`src/inc/clkg_pkg.sv`:
```
package clkg_pkg;

  // ==========================================================
  // clock rate and time constants
  localparam int CLK_FREQ_MHZ       = 250;
  localparam int LOOP_FREQ_MIN_MHZ  = 8;
  localparam int LOOP_FREQ_MAX_MHZ  = 40;
  localparam int BUS_FREQ_MAX_MHZ   = 20;
  localparam int DCO_ACC_SPAN       = 65536;
  // reference silence that declares the external clock lost
  localparam int LOSS_TIME_NS       = 100_000;
  localparam int LOSS_CYCLES        = LOSS_TIME_NS * CLK_FREQ_MHZ / 1000;

  // ==========================================================
  // mode select field encoding
  localparam logic [1:0] MODE_SELF       = 2'h0;
  localparam logic [1:0] MODE_INT_LOOP   = 2'h1;
  localparam logic [1:0] MODE_EXT_BYPASS = 2'h2;
  localparam logic [1:0] MODE_EXT_LOOP   = 2'h3;

  // ==========================================================
  // loop prescale and tuning
  localparam logic [6:0]  PRESCALE_LOW    = 7'h40;
  localparam logic [6:0]  PRESCALE_HIGH   = 7'h01;
  localparam logic [15:0] FW_MIN          = 16'((LOOP_FREQ_MIN_MHZ * DCO_ACC_SPAN
                                                 + CLK_FREQ_MHZ - 1) / CLK_FREQ_MHZ);
  localparam logic [15:0] FW_MAX          = 16'(LOOP_FREQ_MAX_MHZ * DCO_ACC_SPAN
                                                / CLK_FREQ_MHZ);
  localparam logic [15:0] FW_RESET        = 16'h1000;
  localparam logic [15:0] STEP_FINE       = 16'h0001;
  localparam logic [15:0] STEP_COARSE     = 16'h0010;
  localparam logic [16:0] LOCK_TOL        = 17'h0_0004;
  localparam logic [16:0] COARSE_ERR      = 17'h0_0040;
  localparam logic [3:0]  LOCK_COUNT      = 4'h4;

  // ==========================================================
  // state
  typedef enum logic [2:0] {
    st_off,
    st_self,
    st_int_unlocked,
    st_int_locked,
    st_ext_bypass,
    st_ext_unlocked,
    st_ext_locked
  } clkg_state_t;

  typedef struct packed {
    clkg_state_t state;
    logic [2:0]  ext_sync;
    logic [2:0]  slow_sync;
    logic [2:0]  fast_sync;
    logic [15:0] fw;
    logic [15:0] acc;
    logic [15:0] tick_cnt;
    logic [3:0]  lock_run;
    logic [31:0] ref_tmo;
    logic        ref_valid;
    logic        lost_lock;
    logic        lost_clock;
    logic [6:0]  div_cnt;
    logic        out_clk;
    logic        loop_clk;
    logic [7:0]  trim;
  } clkg_regs_t;

endpackage

```
`src/clkg_clock_generator.sv`:
```
`timescale 1ns/10ps

// Notes on behaviour
// - after reset the generator runs at once in self-clocked mode.
// - self-clocked mode runs the oscillator open loop at its filter setting.
// - off mode holds the output clock static; stop request enters it.
// - internal loop mode multiplies internal reference, unlocked then locked state.
// - external bypass mode drives output straight from external reference.
// - external loop mode multiplies external reference, unlocked then locked state.
// - post-loop divider divides by a power of two, one to 128.
// - loop output stays between 8 and 40 MHz, internal or external reference.
// - flags show lock achieved and later loss of lock.
// - external reference is monitored and its validity reported.
// - loss of clock or lock raises reset or interrupt request as configured.
// - oscillator keeps its frequency while the reference is missing.
// - oscillator setting is retained across off mode.
// - output follows the loop oscillator in both unlocked and locked states.
// - an external reference that is not running cannot be selected.
// - fast internal source feeds debug clock; slow source is software trimmable.
// - two crystal ranges, square-wave input, low power or high gain.
// - outputs loop clock, external reference, debug clock, fixed-frequency enable.
// - the free-running slow internal source also clocks the real-time interrupt.
// - mode select 00 self, 01 int loop, 10 ext bypass, 11 ext loop.
// - loop prescale is 64 for low range and 1 for high range with external reference.
module clkg_clock_generator #(
  parameter int LOSS_CYCLES = clkg_pkg::LOSS_CYCLES
) (
  // clock, reset, enable
  input  wire logic       clk,
  input  wire logic       rst,
  input  wire logic       ce,
  // reference pins, asynchronous
  input  wire logic       ext_ref_pin,
  input  wire logic       slow_ref_pin,
  input  wire logic       fast_ref_pin,
  // configuration
  input  wire logic [1:0] mode_select_field,
  input  wire logic       range_high,
  input  wire logic       ext_square_sel,
  input  wire logic       high_gain_select,
  input  wire logic [7:0] loop_mult,
  input  wire logic [2:0] post_div_sel,
  input  wire logic [7:0] trim_register,
  input  wire logic       stop_req,
  input  wire logic       loss_reset_en,
  input  wire logic       flag_clr,
  // clock outputs
  output logic            generator_output_clock,
  output logic            multiplied_loop_clock,
  output logic            external_reference_clock,
  output logic            debug_local_clock,
  output logic            fixed_frequency_enable,
  output logic            rti_clock,
  // oscillator and reference control
  output logic            osc_enable,
  output logic            osc_high_gain,
  output logic            osc_range_high,
  output logic            osc_square_input,
  output logic [7:0]      int_ref_trim,
  // status
  output logic            loop_locked,
  output logic            lost_lock,
  output logic            lost_clock,
  output logic            ext_ref_valid,
  output logic [1:0]      active_mode,
  output logic            gen_off,
  output logic            loss_reset_req,
  output logic            loss_irq_req
);

  // ==========================================================
  // decoding helpers

  // state that a mode request leads to; external modes need a live reference
  function automatic clkg_pkg::clkg_state_t want_state(
    input logic [1:0] mode,
    input logic       valid
  );
    clkg_pkg::clkg_state_t st;
    st = clkg_pkg::st_self;
    unique case (mode)
      clkg_pkg::MODE_SELF:       st = clkg_pkg::st_self;
      clkg_pkg::MODE_INT_LOOP:   st = clkg_pkg::st_int_unlocked;
      clkg_pkg::MODE_EXT_BYPASS: st = valid ? clkg_pkg::st_ext_bypass   : clkg_pkg::st_self;
      clkg_pkg::MODE_EXT_LOOP:   st = valid ? clkg_pkg::st_ext_unlocked : clkg_pkg::st_self;
    endcase
    return st;
  endfunction

  // locked states fold onto their unlocked entry state
  function automatic clkg_pkg::clkg_state_t base_state(input clkg_pkg::clkg_state_t s);
    clkg_pkg::clkg_state_t b;
    b = s;
    if (s == clkg_pkg::st_int_locked)
    begin
      b = clkg_pkg::st_int_unlocked;
    end
    else if (s == clkg_pkg::st_ext_locked)
    begin
      b = clkg_pkg::st_ext_unlocked;
    end
    return b;
  endfunction

  function automatic logic [1:0] mode_of(input clkg_pkg::clkg_state_t s);
    logic [1:0] m;
    m = clkg_pkg::MODE_SELF;
    unique case (s)
      clkg_pkg::st_off,
      clkg_pkg::st_self:         m = clkg_pkg::MODE_SELF;
      clkg_pkg::st_int_unlocked,
      clkg_pkg::st_int_locked:   m = clkg_pkg::MODE_INT_LOOP;
      clkg_pkg::st_ext_bypass:   m = clkg_pkg::MODE_EXT_BYPASS;
      clkg_pkg::st_ext_unlocked,
      clkg_pkg::st_ext_locked:   m = clkg_pkg::MODE_EXT_LOOP;
    endcase
    return m;
  endfunction

  // ==========================================================
  // state registers
  clkg_pkg::clkg_regs_t s_q;
  clkg_pkg::clkg_regs_t s_d;

  // ==========================================================
  // combinational terms
  logic        ext_rise;
  logic        slow_rise;
  logic        ext_used;
  logic        loop_state;
  logic        locked_state;
  logic        dco_tick;
  logic [16:0] acc_sum;
  logic        loop_ref_edge;
  logic [6:0]  prescale;
  logic [15:0] target;
  logic [16:0] err;
  logic [16:0] err_abs;
  logic [15:0] step;
  logic [16:0] fw_up;
  logic [16:0] fw_dn;
  logic        src_tick;
  logic [6:0]  div_mask;
  logic        out_tick;
  logic        ref_lost_now;
  clkg_pkg::clkg_state_t want;

  always_comb
  begin
    s_d = s_q;

    // only the second and third stages are looked at
    s_d.ext_sync  = {s_q.ext_sync[1:0], ext_ref_pin};
    s_d.slow_sync = {s_q.slow_sync[1:0], slow_ref_pin};
    s_d.fast_sync = {s_q.fast_sync[1:0], fast_ref_pin};
    ext_rise      = s_q.ext_sync[1] & ~s_q.ext_sync[2];
    slow_rise     = s_q.slow_sync[1] & ~s_q.slow_sync[2];
    s_d.trim      = trim_register;

    // ========================================================
    // external reference monitor
    ref_lost_now = 1'b0;
    if (ext_rise)
    begin
      s_d.ref_tmo   = '0;
      s_d.ref_valid = 1'b1;
    end
    else if (s_q.ref_tmo >= 32'(LOSS_CYCLES - 1))
    begin
      s_d.ref_valid = 1'b0;
      ref_lost_now  = s_q.ref_valid;
    end
    else
    begin
      s_d.ref_tmo = s_q.ref_tmo + 32'h0000_0001;
    end

    ext_used     = (s_q.state == clkg_pkg::st_ext_bypass)
                 | (s_q.state == clkg_pkg::st_ext_unlocked)
                 | (s_q.state == clkg_pkg::st_ext_locked);
    loop_state   = (base_state(s_q.state) == clkg_pkg::st_int_unlocked)
                 | (base_state(s_q.state) == clkg_pkg::st_ext_unlocked);
    locked_state = (s_q.state == clkg_pkg::st_int_locked)
                 | (s_q.state == clkg_pkg::st_ext_locked);

    // ========================================================
    // controlled oscillator: phase accumulator, frozen when off
    acc_sum  = {1'b0, s_q.acc} + {1'b0, s_q.fw};
    dco_tick = 1'b0;
    if (s_q.state != clkg_pkg::st_off)
    begin
      s_d.acc  = acc_sum[15:0];
      dco_tick = acc_sum[16];
    end
    if (dco_tick)
    begin
      s_d.loop_clk = ~s_q.loop_clk;
    end

    // ========================================================
    // frequency-locked loop
    // internal reference always uses the low-range prescale
    prescale = (ext_used & range_high) ? clkg_pkg::PRESCALE_HIGH
                                       : clkg_pkg::PRESCALE_LOW;
    target   = 16'(loop_mult * prescale);
    // a missing external edge simply stops corrections
    loop_ref_edge = loop_state & (ext_used ? ext_rise : slow_rise);
    err      = {1'b0, s_q.tick_cnt} - {1'b0, target};
    err_abs  = err[16] ? (17'h0_0000 - err) : err;
    step     = (err_abs > clkg_pkg::COARSE_ERR) ? clkg_pkg::STEP_COARSE
                                                : clkg_pkg::STEP_FINE;
    fw_up    = {1'b0, s_q.fw} + {1'b0, step};
    fw_dn    = {1'b0, s_q.fw} - {1'b0, step};

    if (loop_ref_edge)
    begin
      s_d.tick_cnt = dco_tick ? 16'h0001 : 16'h0000;
      if (err[16])
      begin
        s_d.fw = (fw_up > {1'b0, clkg_pkg::FW_MAX}) ? clkg_pkg::FW_MAX : fw_up[15:0];
      end
      else if (err != 17'h0_0000)
      begin
        s_d.fw = (fw_dn[16] || fw_dn < {1'b0, clkg_pkg::FW_MIN}) ? clkg_pkg::FW_MIN
                                                                  : fw_dn[15:0];
      end
      if (err_abs <= clkg_pkg::LOCK_TOL)
      begin
        if (s_q.lock_run != clkg_pkg::LOCK_COUNT)
        begin
          s_d.lock_run = s_q.lock_run + 4'h1;
        end
      end
      else
      begin
        s_d.lock_run = 4'h0;
      end
    end
    else if (dco_tick && s_q.tick_cnt != 16'hffff)
    begin
      s_d.tick_cnt = s_q.tick_cnt + 16'h0001;
    end

    // ========================================================
    // mode sequencing
    want = want_state(mode_select_field, s_q.ref_valid);
    if (stop_req)
    begin
      s_d.state = clkg_pkg::st_off;
    end
    else if (s_q.state == clkg_pkg::st_off)
    begin
      s_d.state    = want;
      s_d.lock_run = 4'h0;
    end
    else if (base_state(s_q.state) != want)
    begin
      // mode change or lost reference; oscillator word is kept
      s_d.state    = want;
      s_d.lock_run = 4'h0;
    end
    else
    begin
      unique case (s_q.state)
        clkg_pkg::st_int_unlocked,
        clkg_pkg::st_ext_unlocked:
        begin
          if (s_d.lock_run == clkg_pkg::LOCK_COUNT)
          begin
            s_d.state = (s_q.state == clkg_pkg::st_int_unlocked) ? clkg_pkg::st_int_locked
                      : clkg_pkg::st_ext_locked;
          end
        end
        clkg_pkg::st_int_locked,
        clkg_pkg::st_ext_locked:
        begin
          if (loop_ref_edge && err_abs > clkg_pkg::LOCK_TOL)
          begin
            s_d.state = base_state(s_q.state);
          end
        end
        default:
        begin
          // self-clocked and bypass hold here; self never corrects the word
          s_d.state = s_q.state;
        end
      endcase
    end

    // ========================================================
    // sticky loss flags; a new event beats a clear in the same cycle
    if (flag_clr)
    begin
      s_d.lost_lock  = 1'b0;
      s_d.lost_clock = 1'b0;
    end
    if (locked_state && !((s_d.state == clkg_pkg::st_int_locked)
                         || (s_d.state == clkg_pkg::st_ext_locked)))
    begin
      s_d.lost_lock = 1'b1;
    end
    if (ref_lost_now && ext_used)
    begin
      s_d.lost_clock = 1'b1;
    end

    // ========================================================
    // post divider on the selected source
    unique case (s_q.state)
      clkg_pkg::st_off:        src_tick = 1'b0;
      clkg_pkg::st_ext_bypass: src_tick = ext_rise;
      default:                 src_tick = dco_tick;
    endcase
    div_mask = 7'((8'h01 << post_div_sel) - 8'h01);
    out_tick = src_tick & ((s_q.div_cnt & div_mask) == div_mask);
    if (src_tick)
    begin
      s_d.div_cnt = s_q.div_cnt + 7'h01;
    end
    if (out_tick)
    begin
      s_d.out_clk = ~s_q.out_clk;
    end
  end

  always_ff @(posedge clk)
  begin
    if (rst)
    begin
      s_q       <= '0;
      s_q.state <= clkg_pkg::st_self;
      s_q.fw    <= clkg_pkg::FW_RESET;
    end
    else if (ce)
    begin
      s_q <= s_d;
    end
  end

  // ==========================================================
  // outputs
  assign generator_output_clock   = s_q.out_clk;
  assign multiplied_loop_clock    = s_q.loop_clk;
  assign external_reference_clock = s_q.ext_sync[2];
  assign debug_local_clock        = s_q.fast_sync[2];
  // fixed-frequency clock is only meaningful with a live external reference
  assign fixed_frequency_enable   = ext_used & s_q.ref_valid;
  // runs off the slow internal source whatever the mode
  assign rti_clock                = s_q.slow_sync[2];
  assign osc_enable               = ext_used;
  assign osc_high_gain            = high_gain_select;
  assign osc_range_high           = range_high;
  assign osc_square_input         = ext_square_sel;
  assign int_ref_trim             = s_q.trim;
  assign loop_locked              = locked_state;
  assign lost_lock                = s_q.lost_lock;
  assign lost_clock               = s_q.lost_clock;
  assign ext_ref_valid            = s_q.ref_valid;
  assign active_mode              = mode_of(s_q.state);
  assign gen_off                  = (s_q.state == clkg_pkg::st_off);
  assign loss_reset_req           = loss_reset_en & (s_q.lost_lock | s_q.lost_clock);
  assign loss_irq_req             = ~loss_reset_en & (s_q.lost_lock | s_q.lost_clock);

endmodule

```
`config.mk`:
```
export PLATFORM = sky130hd
export DESIGN_NAME = clkg_clock_generator
export DESIGN_NICKNAME = d
export VERILOG_FILES = /design/src/inc/clkg_pkg.sv /design/src/clkg_clock_generator.sv
export SDC_FILE = /design/constraint.sdc
export NUM_CORES = 1
export LEC_CHECK = 0
export BUFFER_PORTS_ARGS = -buffer_cell sky130_fd_sc_hd__buf_2
export CELL_PAD_IN_SITES_DETAIL_PLACEMENT = 0
export CELL_PAD_IN_SITES_GLOBAL_PLACEMENT = 1
export CORE_MARGIN = 3
export CORE_UTILIZATION = 46
export CTS_CLUSTER_SIZE = 8
export DETAILED_ROUTE_END_ITERATION = 7
export MAX_ROUTING_LAYER = met4
export PLACE_DENSITY_LB_ADDON = 0.1
export SLEW_MARGIN = 20
export SYNTH_ARGS = -nofsm -noshare
export SYNTH_HDL_FRONTEND = slang
export SYNTH_SLANG_ARGS = --single-unit
export TNS_END_PERCENT = 1
```
`constraint.sdc`:
```
create_clock -name clk -period 12.49 [get_ports clk]
set_input_delay 3.747 -clock clk [delete_from_list [all_inputs] [get_ports clk]]
set_output_delay 3.747 -clock clk [all_outputs]
set_load 0.005 [all_outputs]
```
==> flow_metrics.tcl <==
set metrics [dict create \
    outcome "finished clean" \
    yosysTopAreaCell "dfxtp_1" \
    synth_simple_gate_area_frac 0.260 \
    die_w_microns 144 \
    seqPwrFrac 0.363 \
    powerDensity_nw_per_um2 107 \
    cts_num_sinks 116 \
    syn_inst 1156 \
    grt_pass1_wl_microns 36400 \
    synth_compound_area_frac 0.208 \
    worstPathRequired_ns 12.81 \
    cts_setup_buffers 0 \
    synth_top_family_by_area "simple AND/OR/NAND/NOR gates" \
    ys_seq_area_frac 0.263 \
    core_region_area_sq_um 18400 \
    cts_hold_buf 0 \
    io_pins 60 \
    drc_errors 0 \
    switching_share 0.280 \
    mostFrequentLayoutCell "nor2_1" \
    cp.arrival_ns 11.74 \
    track_usage 0.219 \
    port_buffers 55 \
    avgSynthCellArea_sq_um 7.63 \
    drive_above_1_share 0.105 \
    fillers 1811 \
    ctsLongestPathBuffers 2 \
    most-common-layout-cells "nor2_1, dfxtp_1, nand2_1" \
    post-route-period-util 0.914 \
    synthAdderAreaFrac 0.107 \
    syn_to_final_growth_pct 11.4 \
    utilization 0.534 \
    max_freq_mhz 87.6 \
    grt-ovfl-total 0 \
    ctsResizeCount 0 \
    clock-root-buffer "clkbuf_16" \
    gp_congestion 0.854 \
    p_comb_frac 0.144 \
    setup_violations 0 \
    start_kind "primary input" \
    max_stage_delay_ns 0.54 \
    rsz0062_at_grt "false" \
    firstDrtPassIters 5 \
    fin_nets 1287 \
    ys_async_sr_fraction 0 \
    wire_per_inst_microns 15.3 \
    critical-path-slowest-cell "fa_1" \
    die_y_microns 144 \
    slew_violations 0 \
    drt-initial-drc-count 581 \
    syn-num-nets 1261 \
    cts_tree "built" \
    initial_core_util 0.479 \
    final.min_clock_period_ns 11.42 \
    diodes 0 \
    via_count 8145 \
    dieArea_sq_um 20900 \
    place_inst 1392 \
    endpoint_kind "register" \
    fin_skew_ns 0.00777 \
    holdWs_ns 0.457 \
    syn_area_sq_um 8810 \
    synth_edf_count 0 \
    h-tree-depth 4 \
    irDropWorstVdd_mv 0.0852 \
    path_max_fanout 17 \
    grt_pass1_vias 7436 \
    synth_top_area_share 0.263 \
    setup_tns_ns 0 \
    synth_mux_area_frac 0.0300 \
    insertion_delay_ns 0.42 \
    cpMostUsedCell "ha_1" \
    synth.distinct_cells 80 \
    p_sw_mw 0.293 \
    slew_headroom 0.292 \
    leakage_nw 4.10 \
    worstHoldPathType "register to register" \
    finalHoldViolCount 0 \
    finalPower_mw 1.05 \
    cap_violations 0 \
    grt_max_degree 70 \
    synth-seq-cells 116 \
    p_clk_frac 0.493 \
    crit_type "primary input to register" \
    hpwl_microns 15800 \
    cts_inserted_buffers 17 \
    finalNonFillerCells 1424 \
    ys_warn_count 0 \
    antenna_found_initial 0 \
    rows 49 \
    p_int_mw 0.753 \
    synth_area_leaders "dfxtp_1, ha_1, nor2_1, a21oi_1, nand2_1" \
    avgViaCountPerCell 5.72 \
    routed_wl_microns 21800 \
    synthFlopType "dfxtp_1" \
    worst_slew_pin_slew_ns 1.05 \
    path_clk_slew_ns 0.06 \
    synth_xor_area_frac 0.0705 \
    ant_nets 0 \
]
==> critical path, delay by kind of cell <==
kind | cells | cell delay, ns
buffers and inverters | 3 | 0.41
XOR/XNOR | 1 | 0.14
AO/OA/AOI/OAI | 8 | 2.51
AND/OR/NAND/NOR | 13 | 3.34
adder cells (fa/ha/maj) | 5 | 1.59
==> synth_stat cells, types with 5 or more instances <==
cell / n
a22oi_1: 6
o31a_1: 5
ha_1: 66
nand2b_1: 9
a21o_1: 7
nor3_1: 28
xnor2_1: 40
o31ai_1: 10
or2_2: 8
o211ai_1: 9
xor2_1: 31
nor2b_1: 12
inv_1: 72
and3_1: 30
a21boi_0: 6
or3_1: 13
fa_1: 6
nor4_1: 8
nor2_1: 139
a31oi_1: 22
dfxtp_1: 116
clkbuf_1: 41
o21a_1: 9
nand4_1: 16
a211o_1: 7
a221oi_1: 6
nand3b_1: 6
a21oi_1: 78
a211oi_1: 12
nand2_1: 99
o21ai_0: 49
nand3_1: 47
mux2i_1: 23
o22ai_1: 7
buf_4: 11
and2_1: 17
==> through the flow <==
step | setup slack (ns) | cell area (sq um)
after global routing | 0.242 | 9820
after floorplan | 1.72 | 8810
after global placement | 0.935 | 9200
after CTS | 1.20 | 9820
final | 1.07 | 9820
after detailed placement | 0.761 | 9200
==> layout make-up <==
| class | instances | area [sq um] | share of cell area |
|---|---|---|---|
| Timing Repair Buffer | 66 | 358 | 0.0364 |
| Inverter | 72 | 270 | 0.0275 |
| Clock inverter | 15 | 195 | 0.0199 |
| Clock buffer | 17 | 425 | 0.0433 |
| Tap cell | 229 | 287 | 0.0292 |
| Sequential cell | 116 | 2320 | 0.236 |
| Multi-Input combinational cell | 909 | 5960 | 0.607 |
==> logic make-up after synthesis <==
group                      after synthesis
xor gates and xnor gates                71
AOI/OAI and AO/OA                      279
adders and majority gates               72
DFF                                    116
buffers and inverters                  131
and+or+nand+nor                        461
muxes                                   26
==> power by group through the flow <==
stage	clock network, mW	logic, mW	registers, mW
floorplan	0	0.115	0.385
global placement	0	0.149	0.388
detailed placement	0	0.148	0.388
CTS	0.529	0.149	0.379
global route	0.547	0.169	0.380
finish	0.516	0.150	0.379
==> sequential cells by signal, summed over array words and instances, names as in the netlist <==
| register | flops |
|---|---|
| int_ref_trim | 8 |
| s_d | 6 |
| s_q | 94 |
| debug_local_clock | 1 |
| external_reference_clock | 1 |
| multiplied_loop_clock | 1 |
| lost_clock | 1 |
| rti_clock | 1 |
| lost_lock | 1 |
| generator_output_clock | 1 |
| ext_ref_valid | 1 |
==> metal layers <==
metal	wire length, microns	GRT usage
met1	11200	0.311
met2	9310	0.324
met3	1050	0.0427
met4	233	0.0491
met5	0	-
==> worst paths after layout <==
path	startpoint	end	slack [ns]	depth (start not counted)
min	s_q[81]	s_q[81]	0.46	2
min reg2reg	s_q[81]	s_q[81]	0.46	2
max	range_high	s_q[99]	1.07	30
max reg2reg	s_q[115]	s_q[99]	3.06	31
(Power assumes the default switching activity.)
